$ cat src/hw/srirq_pkg.sv
// Purpose: shared constants and types of the sensor result and irq bank
// Assumes: byte-wide register port fed by the two-wire bus engine
// Notes: offsets are byte addresses on the two-wire bus
package srirq_pkg;
    // register offsets
    localparam logic [7:0] ADDR_ALS_HI = 8'h85;
    localparam logic [7:0] ADDR_ALS_LO = 8'h86;
    localparam logic [7:0] ADDR_PROX_HI = 8'h87;
    localparam logic [7:0] ADDR_PROX_LO = 8'h88;
    localparam logic [7:0] ADDR_IRQ_CTRL = 8'h89;
    localparam logic [7:0] ADDR_LOW_HI = 8'h8a;
    localparam logic [7:0] ADDR_LOW_LO = 8'h8b;
    localparam logic [7:0] ADDR_HIGH_HI = 8'h8c;
    localparam logic [7:0] ADDR_HIGH_LO = 8'h8d;
    localparam logic [7:0] ADDR_IRQ_STAT = 8'h8e;
    // interrupt control field positions
    localparam int CTRL_CNT_LSB = 5;
    localparam int CTRL_PROX_EN = 3;
    localparam int CTRL_ALS_EN = 2;
    localparam int CTRL_THR_EN = 1;
    localparam int CTRL_THR_SEL = 0;
    // interrupt status field positions
    localparam int STAT_PROX_RDY = 3;
    localparam int STAT_ALS_RDY = 2;
    localparam int STAT_BELOW = 1;
    localparam int STAT_ABOVE = 0;
    // reset values
    localparam logic [7:0] CTRL_RESET = 8'h00;
    localparam logic [3:0] STAT_RESET = 4'h0;
    localparam logic [15:0] THRESH_RESET = 16'h0000;
    localparam logic [15:0] RESULT_RESET = 16'h0000;
    // one new measurement from an engine
    typedef struct packed {
        logic valid;
        logic [15:0] value;
    } srirq_meas_t;
    // byte register request from the bus engine
    typedef struct packed {
        logic rd;
        logic wr;
        logic [7:0] addr;
        logic [7:0] wdata;
    } srirq_req_t;
    // run counter states
    typedef enum logic [1:0] {
        RUN_INSIDE = 2'b01,
        RUN_BEYOND = 2'b10
    } srirq_run_t;
endpackage

$ cat src/hw/srirq_regs.sv
// Purpose: result, threshold and interrupt registers of the light sensor
// Assumes: two-wire bus engine gives byte read and write strobes
// Notes: read data appears the cycle after the read strobe
//
// What this block does
// - ambient result high byte at 85h, low byte at 86h.
// - ambient result bytes are read-only; writes leave the value intact.
// - proximity result read-only, high byte 87h, low byte 88h.
// - count field bits 7:5 at 89h needs two-to-the-value runs; resets 000.
// - bit 2 enables interrupt on each new ambient result.
// - bit 1 enables interrupt on high or low threshold exceedance.
// - bit 0 selects threshold source: 0 proximity, 1 ambient.
// - status flags stick until host writes one; interrupt low while any set.
// - low threshold at 8Ah/8Bh, high threshold at 8Ch/8Dh, read/write.
`timescale 1ns/1ps
`default_nettype none
module srirq_regs (
    input wire logic i_core_clk,
    input wire logic i_srst,
    input wire srirq_pkg::srirq_meas_t i_als,
    input wire srirq_pkg::srirq_meas_t i_prox,
    input wire srirq_pkg::srirq_req_t i_req,
    output logic [7:0] o_reg_rdata,
    output logic o_int_n
);
    logic [15:0] als_q, prox_q;
    logic [15:0] low_q, high_q;
    logic [7:0] ctrl_q;
    logic [3:0] stat_q, stat_d;
    logic [7:0] als_shadow_q, prox_shadow_q;
    logic als_hold_q, prox_hold_q;
    logic [7:0] rdata_q;
    logic dir_above_q;
    wire logic [3:0] stat_set, stat_clr;
    wire logic wr_ctrl, wr_stat;
    wire logic wr_low_hi, wr_low_lo, wr_high_hi, wr_high_lo;
    wire logic rd_als_hi, rd_prox_hi;
    wire logic rd_als_lo, rd_prox_lo;
    wire logic als_snap, prox_snap;
    wire logic sample;
    wire logic [15:0] sample_val;
    wire logic is_above, is_below;
    wire logic run_hit;
    wire logic [7:0] rd_mux;

    // write and read decode
    assign wr_ctrl = i_req.wr && i_req.addr == srirq_pkg::ADDR_IRQ_CTRL;
    assign wr_stat = i_req.wr && i_req.addr == srirq_pkg::ADDR_IRQ_STAT;
    assign wr_low_hi = i_req.wr && i_req.addr == srirq_pkg::ADDR_LOW_HI;
    assign wr_low_lo = i_req.wr && i_req.addr == srirq_pkg::ADDR_LOW_LO;
    assign wr_high_hi = i_req.wr && i_req.addr == srirq_pkg::ADDR_HIGH_HI;
    assign wr_high_lo = i_req.wr && i_req.addr == srirq_pkg::ADDR_HIGH_LO;
    assign rd_als_hi = i_req.rd && i_req.addr == srirq_pkg::ADDR_ALS_HI;
    assign rd_prox_hi = i_req.rd && i_req.addr == srirq_pkg::ADDR_PROX_HI;
    assign rd_als_lo = i_req.rd && i_req.addr == srirq_pkg::ADDR_ALS_LO;
    assign rd_prox_lo = i_req.rd && i_req.addr == srirq_pkg::ADDR_PROX_LO;

    // shadow loads on a high read, or freely while no pair is open
    assign als_snap = rd_als_hi || !als_hold_q;
    assign prox_snap = rd_prox_hi || !prox_hold_q;

    // threshold source select and comparison
    assign sample = ctrl_q[srirq_pkg::CTRL_THR_SEL] ? i_als.valid
                                                    : i_prox.valid;
    assign sample_val = ctrl_q[srirq_pkg::CTRL_THR_SEL] ? i_als.value
                                                        : i_prox.value;
    assign is_above = sample_val > high_q;
    assign is_below = sample_val < low_q;

    // run of consecutive out-of-range samples
    srirq_run_counter u_run (
        .i_core_clk(i_core_clk),
        .i_srst(i_srst),
        .i_sample(sample),
        .i_beyond(is_above || is_below),
        .i_count_exp(ctrl_q[7:srirq_pkg::CTRL_CNT_LSB]),
        .o_hit(run_hit)
    );

    // status set and clear terms, set wins over clear
    assign stat_set[srirq_pkg::STAT_PROX_RDY] =
        i_prox.valid && ctrl_q[srirq_pkg::CTRL_PROX_EN];
    assign stat_set[srirq_pkg::STAT_ALS_RDY] =
        i_als.valid && ctrl_q[srirq_pkg::CTRL_ALS_EN];
    assign stat_set[srirq_pkg::STAT_BELOW] =
        run_hit && !dir_above_q && ctrl_q[srirq_pkg::CTRL_THR_EN];
    assign stat_set[srirq_pkg::STAT_ABOVE] =
        run_hit && dir_above_q && ctrl_q[srirq_pkg::CTRL_THR_EN];
    assign stat_clr = wr_stat ? i_req.wdata[3:0] : 4'h0;
    assign stat_d = (stat_q & ~stat_clr) | stat_set;

    // read mux, unmapped offsets read zero
    assign rd_mux =
        i_req.addr == srirq_pkg::ADDR_ALS_HI ? als_q[15:8] :
        i_req.addr == srirq_pkg::ADDR_ALS_LO ? als_shadow_q :
        i_req.addr == srirq_pkg::ADDR_PROX_HI ? prox_q[15:8] :
        i_req.addr == srirq_pkg::ADDR_PROX_LO ? prox_shadow_q :
        i_req.addr == srirq_pkg::ADDR_IRQ_CTRL ? ctrl_q :
        i_req.addr == srirq_pkg::ADDR_LOW_HI ? low_q[15:8] :
        i_req.addr == srirq_pkg::ADDR_LOW_LO ? low_q[7:0] :
        i_req.addr == srirq_pkg::ADDR_HIGH_HI ? high_q[15:8] :
        i_req.addr == srirq_pkg::ADDR_HIGH_LO ? high_q[7:0] :
        i_req.addr == srirq_pkg::ADDR_IRQ_STAT ? {4'h0, stat_q} : 8'h00;

    // results stored whole; no bus write path reaches them
    always_ff @(posedge i_core_clk) begin
        if (i_srst) begin
            als_q <= srirq_pkg::RESULT_RESET;
            prox_q <= srirq_pkg::RESULT_RESET;
        end else begin
            if (i_als.valid) als_q <= i_als.value;
            if (i_prox.valid) prox_q <= i_prox.value;
        end
    end

    // low byte frozen from a high-byte read until the low-byte read
    always_ff @(posedge i_core_clk) begin
        if (i_srst) begin
            als_shadow_q <= 8'h00;
            prox_shadow_q <= 8'h00;
            als_hold_q <= 1'b0;
            prox_hold_q <= 1'b0;
        end else begin
            if (als_snap) als_shadow_q <= als_q[7:0];
            if (prox_snap) prox_shadow_q <= prox_q[7:0];
            if (rd_als_hi) als_hold_q <= 1'b1;
            else if (rd_als_lo) als_hold_q <= 1'b0;
            if (rd_prox_hi) prox_hold_q <= 1'b1;
            else if (rd_prox_lo) prox_hold_q <= 1'b0;
        end
    end

    // control and threshold registers
    always_ff @(posedge i_core_clk) begin
        if (i_srst) begin
            ctrl_q <= srirq_pkg::CTRL_RESET;
            low_q <= srirq_pkg::THRESH_RESET;
            high_q <= srirq_pkg::THRESH_RESET;
        end else begin
            if (wr_ctrl) ctrl_q <= {i_req.wdata[7:5], 1'b0, i_req.wdata[3:0]};
            if (wr_low_hi) low_q[15:8] <= i_req.wdata;
            if (wr_low_lo) low_q[7:0] <= i_req.wdata;
            if (wr_high_hi) high_q[15:8] <= i_req.wdata;
            if (wr_high_lo) high_q[7:0] <= i_req.wdata;
        end
    end

    // status flags, read data and exceedance direction
    always_ff @(posedge i_core_clk) begin
        if (i_srst) begin
            stat_q <= srirq_pkg::STAT_RESET;
            rdata_q <= 8'h00;
            dir_above_q <= 1'b0;
        end else begin
            stat_q <= stat_d;
            if (i_req.rd) rdata_q <= rd_mux;
            if (sample) dir_above_q <= is_above;
        end
    end

    assign o_reg_rdata = rdata_q;
    assign o_int_n = ~|stat_q;

    a_als_result_ro: assert property (@(posedge i_core_clk)
        disable iff (i_srst)
        i_req.wr && !i_als.valid |=> als_q == $past(als_q))
        else $error("ambient result changed by write");
    a_als_high_read: assert property (@(posedge i_core_clk)
        disable iff (i_srst)
        rd_als_hi |=> o_reg_rdata == $past(als_q[15:8]))
        else $error("ambient high byte read wrong");
    a_prox_capture: assert property (@(posedge i_core_clk)
        disable iff (i_srst)
        i_prox.valid |=> prox_q == $past(i_prox.value))
        else $error("proximity result not stored");
    a_prox_ready_flag: assert property (@(posedge i_core_clk)
        disable iff (i_srst)
        i_prox.valid && ctrl_q[3] |=> stat_q[3] && !o_int_n)
        else $error("proximity ready flag not set");
    a_als_ready_flag: assert property (@(posedge i_core_clk)
        disable iff (i_srst)
        i_als.valid && ctrl_q[2] |=> stat_q[2])
        else $error("ambient ready flag not set");
    a_thr_gate_off: assert property (@(posedge i_core_clk)
        disable iff (i_srst)
        !ctrl_q[1] && stat_q[1:0] == 2'b00 |=> stat_q[1:0] == 2'b00)
        else $error("threshold flag set while disabled");
    a_flag_sticks: assert property (@(posedge i_core_clk)
        disable iff (i_srst)
        stat_q[0] && !(wr_stat && i_req.wdata[0]) |=> stat_q[0] && !o_int_n)
        else $error("threshold flag dropped without clear");
    a_set_wins: assert property (@(posedge i_core_clk)
        disable iff (i_srst)
        i_als.valid && ctrl_q[2] && wr_stat && i_req.wdata[2] |=> stat_q[2])
        else $error("clear beat a same-cycle set");
    a_low_thresh_rw: assert property (@(posedge i_core_clk)
        disable iff (i_srst)
        wr_low_hi |=> low_q[15:8] == $past(i_req.wdata))
        else $error("low threshold high byte not kept");
    a_als_coherent: assert property (@(posedge i_core_clk)
        disable iff (i_srst)
        rd_als_hi |=> als_shadow_q == $past(als_q[7:0]))
        else $error("ambient low byte not snapshot");
    a_als_low_held: assert property (@(posedge i_core_clk)
        disable iff (i_srst)
        als_hold_q && !rd_als_hi |=> als_shadow_q == $past(als_shadow_q))
        else $error("ambient low byte moved while held");
    a_prox_coherent: assert property (@(posedge i_core_clk)
        disable iff (i_srst)
        rd_prox_hi |=> prox_shadow_q == $past(prox_q[7:0]))
        else $error("proximity low byte not snapshot");
    a_count_field_rw: assert property (@(posedge i_core_clk)
        disable iff (i_srst)
        wr_ctrl |=> ctrl_q[7:5] == $past(i_req.wdata[7:5]))
        else $error("count field not written");
    a_status_clear: assert property (@(posedge i_core_clk)
        disable iff (i_srst)
        wr_stat && i_req.wdata[3] && !stat_set[3] |=> !stat_q[3])
        else $error("proximity ready flag not cleared");
    a_high_thresh_rw: assert property (@(posedge i_core_clk)
        disable iff (i_srst)
        wr_high_lo |=> high_q[7:0] == $past(i_req.wdata))
        else $error("high threshold low byte not kept");
    a_above_flag: assert property (@(posedge i_core_clk)
        disable iff (i_srst)
        run_hit && dir_above_q && ctrl_q[1] |=> stat_q[0] && !o_int_n)
        else $error("above limit flag not set");
endmodule
`default_nettype wire

$ cat src/hw/srirq_run_counter.sv
// Purpose: counts an unbroken run of out-of-range samples
// Assumes: i_sample is a one-cycle strobe per compared measurement
// Notes: o_hit pulses one cycle after the sample that completes the run
`timescale 1ns/1ps
`default_nettype none
module srirq_run_counter (
    input wire logic i_core_clk,
    input wire logic i_srst,
    input wire logic i_sample,
    input wire logic i_beyond,
    input wire logic [2:0] i_count_exp,
    output logic o_hit
);
    srirq_pkg::srirq_run_t state_q, state_d;
    logic [7:0] cnt_q, cnt_d;
    logic hit_q, hit_d;
    wire logic [7:0] cnt_inc;
    wire logic [7:0] target;

    // run length needed is two to the field value
    function automatic logic [7:0] pow2(input logic [2:0] e);
        pow2 = 8'h01 << e;
    endfunction

    assign cnt_inc = cnt_q + 8'h01;
    assign target = pow2(i_count_exp);

    // next state of the run
    always_comb begin
        state_d = state_q;
        cnt_d = cnt_q;
        hit_d = 1'b0;
        case (state_q)
            srirq_pkg::RUN_INSIDE,
            srirq_pkg::RUN_BEYOND: begin
                if (i_sample && !i_beyond) begin
                    cnt_d = 8'h00;
                    state_d = srirq_pkg::RUN_INSIDE;
                end else if (i_sample && cnt_inc >= target) begin
                    hit_d = 1'b1;
                    cnt_d = 8'h00;
                    state_d = srirq_pkg::RUN_INSIDE;
                end else if (i_sample) begin
                    cnt_d = cnt_inc;
                    state_d = srirq_pkg::RUN_BEYOND;
                end
            end
            default: begin
                cnt_d = 8'h00;
                state_d = srirq_pkg::RUN_INSIDE;
            end
        endcase
    end

    // run registers
    always_ff @(posedge i_core_clk) begin
        if (i_srst) begin
            state_q <= srirq_pkg::RUN_INSIDE;
            cnt_q <= 8'h00;
            hit_q <= 1'b0;
        end else begin
            state_q <= state_d;
            cnt_q <= cnt_d;
            hit_q <= hit_d;
        end
    end

    assign o_hit = hit_q;

    a_run_single_hit: assert property (@(posedge i_core_clk)
        disable iff (i_srst)
        i_sample && i_beyond && i_count_exp == 3'h0 |=> o_hit)
        else $error("one-count run did not hit");
    a_run_inside_reset: assert property (@(posedge i_core_clk)
        disable iff (i_srst)
        i_sample && !i_beyond |=> cnt_q == 8'h00 && !o_hit)
        else $error("run not cleared by in-range sample");
    a_run_no_early: assert property (@(posedge i_core_clk)
        disable iff (i_srst)
        o_hit |-> $past(cnt_q) == $past(target) - 8'h01)
        else $error("hit before full run");
endmodule
`default_nettype wire
$ cat config.mk
export PLATFORM = sky130hd
export DESIGN_NAME = srirq_regs
export DESIGN_NICKNAME = d
export VERILOG_FILES = /design/src/hw/srirq_pkg.sv /design/src/hw/srirq_regs.sv /design/src/hw/srirq_run_counter.sv
export SDC_FILE = /design/constraint.sdc
export NUM_CORES = 1
export LEC_CHECK = 0
export BUFFER_PORTS_ARGS = -buffer_cell sky130_fd_sc_hd__buf_2
export CELL_PAD_IN_SITES_DETAIL_PLACEMENT = 1
export CELL_PAD_IN_SITES_GLOBAL_PLACEMENT = 1
export CORE_UTILIZATION = 41
export DETAILED_ROUTE_END_ITERATION = 7
export GPL_ROUTABILITY_DRIVEN = 0
export HOLD_SLACK_MARGIN = 0.15
export PLACE_DENSITY = 0.82
export SKIP_LAST_GASP = 1
export SYNTH_ARGS = -nofsm -noshare
export SYNTH_HDL_FRONTEND = slang
export SYNTH_SLANG_ARGS = --single-unit
$ cat constraint.sdc
create_clock -name i_core_clk -period 3.2 [get_ports i_core_clk]
set_clock_uncertainty 0.05 [all_clocks]
set_input_delay 0.64 -clock i_core_clk [delete_from_list [all_inputs] [get_ports i_core_clk]]
set_output_delay 0.64 -clock i_core_clk [all_outputs]
set_load 0.05 [all_outputs]
==> results.cfg, run 1 <==
[run_status]
run_status = complete, no violations

[cts]
cts.sink_count = 113
tritoncts.num_buffers = 17
clk_latency_ns = 0.42
clock_tree.root_cell = sky130_fd_sc_hd__clkbuf_16
cts_hold_repair.buffers = 0
clk_pin_slew_worst_paths_ns = 0.05
cts_tree = done
clock_tree.htree_level_count = 4
cts_max_path_buffers = 2

[worst_setup_path]
worst_ep_required_time_ns = 3.46
r2r_path_start = ctrl_q[0]$_SDFFE_PP0P_
sort_of_element_at_the_end_of_the_critical_path = flop
reg2regPathDepth = 10
regToRegEndpoint = u_run.state_q[0]$_SDFFE_PP1P_
critPathArrivalTime_ns = 3.31
setup.reg_to_reg.worst_slack_ns = 0.14
launching_element_type_of_the_critical_path = flop
timing.setup.critical_path_class = flop to flop
critical_path.max_fanout = 11

[timing]
max_slew.worst_pin.slew_ns = 0.802
finalHoldWorstSlack_ns = 0.415
period_needed_ns = 3.06
finalSetupTns_ns = 0
timing.final.max_slew_violations = 0
fmaxAchievable_ghz = 0.327
fin_crit_sh_pct = 95.5
rsz0062_at_grt = false
setup_viol_count_final = 0
max-slew-margin-rel_pct = 46.6
timing.final.hold_violations = 0

[routing]
drt-total-wl_mm = 21.6
drt-initial-drc-count = 413
route.detailed.drc = 0
routed_wire_per_std_cell_um = 22.7
drt.antenna.violating_nets = 0
detailroute.via_count = 5608
drtPass1Iterations = 5
post_drt_via_cell_ratio = 5.92

[worst_hold_path]
worstHoldPathCells = 2
hp-class = flop to flop
timing.hold.worst_endpoint = o_reg_rdata[0]$_SDFFE_PP0P_
worst_min_path_start = o_reg_rdata[0]$_SDFFE_PP0P_

[global_route]
grt_antenna_before_repair = 0
global_route.usage.total_pct = 28.0
use_met3_pct = 5.86
maximum_number_of_pins_on_one_net_before_global_route_repair = 41
grt_pass1_vias = 6068
first_pass_grt_wire_length_mm = 33.3
grt_util_met2_pct = 49.5
grt_overflow_total = 0
grt_busiest_layer = met2
gr-usage-met1_pct = 30.4

[logic_synthesis]
dominantRegCellSynth = sky130_fd_sc_hd__dfxtp_1
yosysWarnings = 0
synth_seq_cells = 113
yosysUniqueCellTypes = 67
synthArstFlopShare_pct = 0
postSynthNetCount = 781
synth_area_leaders = sky130_fd_sc_hd__dfxtp_1, sky130_fd_sc_hd__mux2i_1, sky130_fd_sc_hd__ha_1
synth_top_cell_area_share_pct = 36.0
synth_enable_flop_cells = 0
synthCells = 687
synth_top_cell_by_area = sky130_fd_sc_hd__dfxtp_1
portion_of_the_post_synthesis_area_used_by_sequential_elements_pct = 36.0
netlist_area_sq_mm = 0.00628
syn-mean-instance-area_sq_um = 9.15

[layout]
areaGrowthSynthToFinish_pct = 19.2
ratio_of_cells_with_drive_above_1_in_the_final_layout_pct = 20.5
diodes = 0
layout.filler_cells = 1730
postLayoutCoreUtil_pct = 50.8
nets = 846
stdcell_area_sq_mm = 0.00749

[power_and_ir_drop]
leakage_nw = 2.95
ir_drop_v = 0.000333
pwr_density_cell_mw_per_mm2 = 522
fin_total_pwr_mw = 3.91

[placement]
io_buffer_count = 62
postPlaceCellArea_sq_mm = 0.00678
detailed_placer_s_ending_hpwl_mm = 15.4

[job]
timing.max_cap.violations = 0

[floorplan]
die_width_um = 126
floorplan.initialDensity_pct = 42.6
rows = 44
core_area_sq_mm = 0.0148
fp.dieArea_sq_mm = 0.0158
top_level_ports = 63
fp.dieH_um = 126
-- Yosys cell counts, types with 5 or more instances --
cell and count:
sky130_fd_sc_hd__mux2_2 16, sky130_fd_sc_hd__nand2_1 40, sky130_fd_sc_hd__nand3_1 11, sky130_fd_sc_hd__nor2_1 119, sky130_fd_sc_hd__dfxtp_1 113, sky130_fd_sc_hd__nor3_1 8
sky130_fd_sc_hd__clkbuf_1 17, sky130_fd_sc_hd__a211oi_1 5, sky130_fd_sc_hd__buf_2 10, sky130_fd_sc_hd__nand2b_1 10, sky130_fd_sc_hd__nand4_1 6, sky130_fd_sc_hd__mux2i_1 100
sky130_fd_sc_hd__o21ai_1 11, sky130_fd_sc_hd__a21oi_1 26, sky130_fd_sc_hd__ha_1 40, sky130_fd_sc_hd__nor3_2 8, sky130_fd_sc_hd__xnor2_1 9, sky130_fd_sc_hd__o21ai_0 11
sky130_fd_sc_hd__inv_1 34
-- layout make-up --
cell class	instances	area, sq um	share of cell area, %
multi-input cells	504	3750	50.1
flip-flops and latches	113	2270	30.3
repair buffers	80	475	6.35
clock buffers	20	447	5.96
well taps	184	230	3.07
clock inverters	11	186	2.49
inverters	36	135	1.80
-- report_power, final --
group	total [mW]	switching (mW)	internal, mW
Combinational	0.372	0.233	0.139
Clock	2.06	0.667	1.39
Sequential	1.48	0.0317	1.45
-- critical path, cell delays in order (launching register included) --
cell                        delay (ns)
sky130_fd_sc_hd__dfxtp_4          0.39
sky130_fd_sc_hd__buf_12           0.17
sky130_fd_sc_hd__mux2_2           0.40
sky130_fd_sc_hd__ha_1             0.31
sky130_fd_sc_hd__a21oi_1          0.16
sky130_fd_sc_hd__o221ai_1         0.15
sky130_fd_sc_hd__a31o_1           0.28
sky130_fd_sc_hd__a2111oi_4        0.45
sky130_fd_sc_hd__o31ai_2          0.09
sky130_fd_sc_hd__buf_4            0.22
sky130_fd_sc_hd__a211o_1          0.27
-- worst max path at each step --
stage | from | to | slack (ns) | cells after the start
2_1_floorplan | ctrl_q[0]$_SDFFE_PP0P_ | u_run.cnt_q[7]$_SDFFE_PP0P_ | 0.18 | 11
3_3_place_gp | i_als[5] | u_run.state_q[0]$_SDFFE_PP1P_ | 0.10 | 10
3_5_place_dp | i_prox[5] | u_run.state_q[0]$_SDFFE_PP1P_ | 0.07 | 10
4_1_cts | ctrl_q[0]$_SDFFE_PP0P_ | u_run.state_q[0]$_SDFFE_PP1P_ | 0.09 | 10
5_1_grt | ctrl_q[0]$_SDFFE_PP0P_ | u_run.state_q[0]$_SDFFE_PP1P_ | 0.05 | 10
6_report | ctrl_q[0]$_SDFFE_PP0P_ | u_run.state_q[0]$_SDFFE_PP1P_ | 0.14 | 10
-- cells in the final DEF, fill, tap and decap left out, types with 3 or more instances in the layout --
| cell | count |
|---|---|
| sky130_fd_sc_hd__a2bb2oi_1 | 3 |
| sky130_fd_sc_hd__clkinv_2 | 4 |
| sky130_fd_sc_hd__a21o_1 | 4 |
| sky130_fd_sc_hd__nand3b_1 | 4 |
| sky130_fd_sc_hd__xor2_1 | 4 |
| sky130_fd_sc_hd__o21ai_0 | 10 |
| sky130_fd_sc_hd__o22ai_1 | 4 |
| sky130_fd_sc_hd__nor4_1 | 3 |
| sky130_fd_sc_hd__mux2_2 | 16 |
| sky130_fd_sc_hd__o32ai_1 | 3 |
| sky130_fd_sc_hd__a221oi_1 | 3 |
| sky130_fd_sc_hd__nor2_8 | 4 |
| sky130_fd_sc_hd__xnor2_1 | 9 |
| sky130_fd_sc_hd__nand2b_1 | 10 |
| sky130_fd_sc_hd__o21ai_1 | 12 |
| sky130_fd_sc_hd__bufinv_16 | 5 |
| sky130_fd_sc_hd__a22oi_1 | 4 |
| sky130_fd_sc_hd__nand2_1 | 40 |
| sky130_fd_sc_hd__dfxtp_1 | 112 |
| sky130_fd_sc_hd__nor3_1 | 8 |
| sky130_fd_sc_hd__clkbuf_16 | 18 |
| sky130_fd_sc_hd__a211oi_1 | 5 |
| sky130_fd_sc_hd__nor2_1 | 119 |
| sky130_fd_sc_hd__inv_1 | 34 |
| sky130_fd_sc_hd__buf_4 | 16 |
| sky130_fd_sc_hd__a311oi_1 | 3 |
| sky130_fd_sc_hd__a21oi_1 | 26 |
| sky130_fd_sc_hd__nand3_1 | 11 |
| sky130_fd_sc_hd__ha_1 | 40 |
| sky130_fd_sc_hd__nor3_2 | 8 |
| sky130_fd_sc_hd__nand4_1 | 6 |
| sky130_fd_sc_hd__buf_2 | 62 |
| sky130_fd_sc_hd__mux4_2 | 3 |
| sky130_fd_sc_hd__nor2b_1 | 4 |
| sky130_fd_sc_hd__mux2i_1 | 100 |
-- timing repair --
action	CTS	global route
endpoints found under the setup margin	0	2
setup buffers	0	4
gates resized for setup	0	4
endpoints found under the hold margin	0	0
-- state kept, by name (all words and copies together) (netlist names) --
signal,flops
als_shadow_q,8
prox_hold_q,1
u_run.o_hit,1
prox_shadow_q,8
dir_above_q,1
u_run.cnt_q,8
als_hold_q,1
stat_q,4
u_run.state_q,2
high_q,16
low_q,16
ctrl_q,7
prox_q,16
als_q,16
o_reg_rdata,8
-- cell families (layout without fill, tap and decap cells) --
| group | count (synthesis) | in the layout | share of synthesized area (%) |
|---|---|---|---|
| AO/OA/AOI/OAI | 99 | 99 | 10.6 |
| XOR/XNOR | 13 | 13 | 1.81 |
| AND/OR/NAND/NOR | 232 | 232 | 18.9 |
| multiplexers | 120 | 120 | 20.1 |
| flip-flops | 113 | 113 | 36.0 |
| adder cells (fa/ha/maj) | 40 | 40 | 7.96 |
| buffers and inverters | 70 | 147 | 4.62 |
-- stage by stage --
stage	cells	setup slack, ns
floorplan	687	0.182
global placement	912	0.100
detailed placement	912	0.0730
CTS	943	0.0919
global route	948	0.0481
finish	948	0.144
-- metal layers --
metal / vias up / part of all wire, %
met2: 200 / 50
met5: - / 0
met4: 0 / 6.6
met1: 2751 / 38
met3: 102 / 5.0
li1: 2555 / -
(Power assumes the default switching activity.)
==> inputs of run 2 (changes only) <==
Clock period 3.2 ns to 2.6 ns, I/O delays scaled along.
==> results.cfg, run 2 (same netlist as run 1, synthesis figures left out) <==
[floorplan]
fp.dieArea_sq_mm = 0.0158
top_level_ports = 63
die_width_um = 126
fp.dieH_um = 126
floorplan.initialDensity_pct = 42.6
core_area_sq_mm = 0.0148
rows = 44

[timing]
fmaxAchievable_ghz = 0.355
fin_crit_sh_pct = 108
setup_viol_count_final = 12
rsz0062_at_grt = true
timing.final.max_slew_violations = 0
period_needed_ns = 2.81
finalSetupTns_ns = -2.21
max_slew.worst_pin.slew_ns = 1.07
final.setup.worst_slack_ns = -0.214
max-slew-margin-rel_pct = 28.7
timing.final.hold_violations = 0

[cts]
cts_tree = done
clock_tree.htree_level_count = 4
cts.sink_count = 113
cts_hold_repair.buffers = 0
clk_pin_slew_worst_paths_ns = 0.05
clock_tree.root_cell = sky130_fd_sc_hd__clkbuf_16
clk_latency_ns = 0.43
cts_max_path_buffers = 2
tritoncts.num_buffers = 17

[power_and_ir_drop]
fin_total_pwr_mw = 4.64
ir_drop_v = 0.000469
pwr_density_cell_mw_per_mm2 = 583
leakage_nw = 3.16

[worst_setup_path]
critPathArrivalTime_ns = 3.06
launching_element_type_of_the_critical_path = flop
timing.setup.critical_path_class = flop to flop
worst_ep_required_time_ns = 2.85
sort_of_element_at_the_end_of_the_critical_path = flop
worstPathCellList = buf_12, mux2_4, ha_4, nand4_1, buf_4, nor4_4, a21oi_2, o31ai_4, buf_6, a211oi_2
cp_num_buf_inv = 3
crit_slowest_cell = sky130_fd_sc_hd__dfxtp_2
critical_path.max_fanout = 8
crit_family = buffers and inverters
timing.critical_path.slowest_cell_delay_ns = 0.36

[placement]
dp_slack_ns = -0.284
postPlaceCellArea_sq_mm = 0.00709
detailed_placer_s_ending_hpwl_mm = 16.4
io_buffer_count = 62
placedCellCount = 952

[global_route]
grt_overflow_total = 0
maximum_number_of_pins_on_one_net_before_global_route_repair = 54
grt_antenna_before_repair = 0
grt_pass1_vias = 6574
global_route.usage.total_pct = 31.4
first_pass_grt_wire_length_mm = 37.2

[routing]
drt.antenna.violating_nets = 0
post_drt_via_cell_ratio = 5.99
drt-total-wl_mm = 24.1
routed_wire_per_std_cell_um = 24.5
route.detailed.drc = 0
drtPass1Iterations = 5
detailroute.via_count = 5901
drt-initial-drc-count = 403

[layout]
diodes = 0
mostFrequentLayoutCells = sky130_fd_sc_hd__nor2_1, sky130_fd_sc_hd__dfxtp_1, sky130_fd_sc_hd__mux2i_1
ratio_of_cells_with_drive_above_1_in_the_final_layout_pct = 27.5
layout.filler_cells = 1679
stdcell_area_sq_mm = 0.00796
mostFrequentLayoutCell = sky130_fd_sc_hd__nor2_1
instances_no_fill = 985
areaGrowthSynthToFinish_pct = 26.7
nets = 885

[worst_hold_path]
hp-class = primary input to flop

[run_status]
run_status = complete, but fails checks
failed_checks = negative setup slack

[job]
timing.max_cap.violations = 0
## run 2: cell count changes in the layout (fill, tap and decap cells not counted), sizes merged
cell	previous run	this run
clkbuf	21	24
bufinv	5	1
clkinv	5	3
buf	79	119
## run 2: metal layers
metal | track usage [%] | routed length [um]
met2 | 54.1 | 11800
met1 | 32.9 | 9180
met5 | 0 | 0
met4 | 24.7 | 1860
met3 | 7.94 | 1300
## run 2: repair_timing
action	4_1_cts	5_1_grt
buffers inserted	5	0
endpoints found under the hold margin	0	0
endpoints found under the setup margin	12	12
pin swaps	21	8
resized for setup	39	6
## run 2: path summary, 6_finish.rpt
path | from | endpoint | slack [ns] | depth (start not counted)
max | ctrl_q[0]$_SDFFE_PP0P_ | u_run.cnt_q[7]$_SDFFE_PP0P_ | -0.21 | 10
min | i_als[14] | als_q[14]$_SDFFE_PP0P_ | 0.31 | 3
max reg2reg | ctrl_q[0]$_SDFFE_PP0P_ | u_run.cnt_q[7]$_SDFFE_PP0P_ | -0.21 | 10
min reg2reg | prox_hold_q$_SDFFE_PP0P_ | prox_hold_q$_SDFFE_PP0P_ | 0.43 | 2
## run 2: final cells by class
cell class                 count  area, sq um  share of cell area (%)
clock buffer                  24          512                    6.43
clock inverter                 5         52.6                   0.660
inverter                      36          135                    1.70
multi-input combinational    504         4000                    50.3
sequential                   113         2260                    28.4
tap                          184          230                    2.89
timing repair buffer         119          768                    9.65
## run 2: where the power goes
group,switching (mW),internal (mW)
Sequential,0.0380,1.78
Clock,0.810,1.44
Combinational,0.334,0.235
Total,1.18,3.46
## run 2: through the flow
stage	hold slack [ns]	util (%)
3_5_place_dp	0.421	48.1
2_1_floorplan	0.388	-
5_1_grt	0.335	54.0
6_report	0.305	54.0
3_3_place_gp	0.398	48.1
4_1_cts	0.283	53.9
## run 2: tightest hold or removal path, stage by stage
cell                      delay [ns]
sky130_fd_sc_hd__buf_2          0.09
sky130_fd_sc_hd__mux2i_1        0.06
sky130_fd_sc_hd__nor2_1         0.08
==> inputs of run 3 (changes only) <==
Settings changed: GPL_TIMING_DRIVEN set to 0.
==> results.cfg, run 3 (same netlist as run 1, synthesis figures left out) <==
[run_status]
run_status = complete, but fails checks
failed_checks = negative setup slack

[routing]
post_drt_via_cell_ratio = 6.19
drt-total-wl_mm = 25.6
drt.antenna.violating_nets = 0
detailroute.via_count = 6055
drtPass1Iterations = 5
routed_wire_per_std_cell_um = 26.1
route.detailed.drc = 0
drt-initial-drc-count = 578

[timing]
max_slew.worst_pin.slew_ns = 0.987
timing.final.max_slew_violations = 0
final.setup.worst_slack_ns = -0.250
max-slew-margin-rel_pct = 34.2
timing.final.hold_violations = 0
fmaxAchievable_ghz = 0.351
period_needed_ns = 2.85
rsz0062_at_grt = true
fin_crit_sh_pct = 110
finalSetupTns_ns = -2.60
setup_viol_count_final = 12

[global_route]
grt_pass1_vias = 6294
maximum_number_of_pins_on_one_net_before_global_route_repair = 17
first_pass_grt_wire_length_mm = 36.8
grt_antenna_before_repair = 1
global_route.usage.total_pct = 31.2
grt_overflow_total = 0

[floorplan]
fp.dieArea_sq_mm = 0.0158
core_area_sq_mm = 0.0148
die_width_um = 126
floorplan.initialDensity_pct = 42.6
top_level_ports = 63
fp.dieH_um = 126
rows = 44

[layout]
layout.filler_cells = 1658
ratio_of_cells_with_drive_above_1_in_the_final_layout_pct = 24.8
mostFrequentLayoutCells = sky130_fd_sc_hd__nor2_1, sky130_fd_sc_hd__dfxtp_1, sky130_fd_sc_hd__mux2i_1
mostFrequentLayoutCell = sky130_fd_sc_hd__nor2_1
areaGrowthSynthToFinish_pct = 25.9
postLayoutCoreUtil_pct = 53.6
nets = 875

[worst_setup_path]
timing.setup.critical_path_class = flop to flop
launching_element_type_of_the_critical_path = flop
worst_ep_required_time_ns = 2.91
sort_of_element_at_the_end_of_the_critical_path = flop
crit_family = compound AO/OA/AOI/OAI gates
crit_slowest_cell = sky130_fd_sc_hd__dfxtp_4
cell_with_the_most_instances_on_the_worst_path = sky130_fd_sc_hd__buf_12
worstPathCellList = buf_12, buf_12, buf_4, mux2_2, ha_1, o21ai_0, a21oi_1, o311ai_4, a21oi_2, o31ai_4, buf_8, a211oi_2
critical_path.max_fanout = 6
timing.critical_path.slowest_cell_delay_ns = 0.42
critPathArrivalTime_ns = 3.16
cp_num_buf_inv = 4

[cts]
clock_tree.root_cell = sky130_fd_sc_hd__clkbuf_16
clk_pin_slew_worst_paths_ns = 0.06
clk_latency_ns = 0.44
cts_hold_repair.buffers = 0
cts.sink_count = 113
cts_tree = done
clock_tree.htree_level_count = 4
cts_max_path_buffers = 2
tritoncts.num_buffers = 17

[power_and_ir_drop]
leakage_nw = 3.06
share_comb_of_total_power_pct = 12.3
share_clk_of_total_power_pct = 48.4
power.switching_mw = 1.32
power_switching_share_pct = 28.5
seqPwrFrac_pct = 39.3
pwr_density_cell_mw_per_mm2 = 585
internal-power_mw = 3.31
ir_drop_v = 0.000409

[worst_hold_path]
hp-class = primary input to flop

[placement]
dp_slack_ns = -0.463
io_buffer_count = 59
detailed_placer_s_ending_hpwl_mm = 16.1

[job]
timing.max_cap.violations = 0
==> run 3: layout make-up <==
cell class,instances,area (sq um),share of cell area [%]
inverter,36,135,1.71
multi-input combinational,504,4090,51.6
sequential,113,2270,28.6
clock inverter,14,133,1.68
tap,184,230,2.91
antenna,1,2.50,0.0316
clock buffer,17,425,5.38
buffer,33,170,2.15
timing repair buffer,76,464,5.87
==> run 3: what timing repair did <==
| action | CTS | global route |
|---|---|---|
| gates resized for setup | 33 | 31 |
| setup endpoints to repair | 12 | 12 |
| endpoints found under the hold margin | 0 | 0 |
| pin swaps | 17 | 22 |
| buffers inserted | 15 | 3 |
| gates cloned | 2 | 0 |
==> run 3: power groups by stage <==
stage / Sequential (mW) / Clock [mW] / Combinational, mW
global route: 1.82 / 2.34 / 0.598
finish: 1.82 / 2.24 / 0.568
CTS: 1.82 / 2.25 / 0.497
floorplan: 1.84 / 0 / 0.280
global placement: 1.85 / 0 / 0.432
detailed placement: 1.85 / 0 / 0.454
==> run 3: per-layer routing <==
layer | track usage, % | vias up | share of wire, %
met3 | 8.33 | 134 | 8.5
met1 | 35.2 | 2936 | 38
met5 | 0 | - | 0
li1 | - | 2618 | -
met4 | 18.6 | 0 | 7.2
met2 | 52.9 | 367 | 47
==> run 3: path summary, 6_finish.rpt <==
check	from	end	slack [ns]	cells after the start
hold / removal	i_prox[4]	prox_q[4]$_SDFFE_PP0P_	0.29	3
hold reg to reg	o_reg_rdata[0]$_SDFFE_PP0P_	o_reg_rdata[0]$_SDFFE_PP0P_	0.41	2
setup reg to reg	ctrl_q[0]$_SDFFE_PP0P_	u_run.cnt_q[7]$_SDFFE_PP0P_	-0.25	12
setup / recovery	ctrl_q[0]$_SDFFE_PP0P_	u_run.cnt_q[7]$_SDFFE_PP0P_	-0.25	12
==> run 3: metrics by stage <==
| stage | cell area, sq um | std cells | hold slack [ns] | power, mW |
|---|---|---|---|---|
| floorplan | 6300 | 687 | 0.388 | 2.12 |
| global placement | 6830 | 930 | 0.400 | 2.28 |
| detailed placement | 6830 | 930 | 0.397 | 2.31 |
| CTS | 7750 | 977 | 0.293 | 4.56 |
| global route | 7910 | 977 | 0.308 | 4.76 |
| finish | 7910 | 978 | 0.292 | 4.63 |
==> run 3: worst reg2reg max path: stages, from the launching register on <==
cell and delay (ns):
sky130_fd_sc_hd__dfxtp_4 0.42, sky130_fd_sc_hd__buf_12 0.12, sky130_fd_sc_hd__buf_12 0.10, sky130_fd_sc_hd__buf_4 0.10
sky130_fd_sc_hd__mux2_2 0.37, sky130_fd_sc_hd__ha_1 0.34, sky130_fd_sc_hd__o21ai_0 0.11, sky130_fd_sc_hd__a21oi_1 0.35
sky130_fd_sc_hd__o311ai_4 0.13, sky130_fd_sc_hd__a21oi_2 0.25, sky130_fd_sc_hd__o31ai_4 0.12, sky130_fd_sc_hd__buf_8 0.18
sky130_fd_sc_hd__a211oi_2 0.14
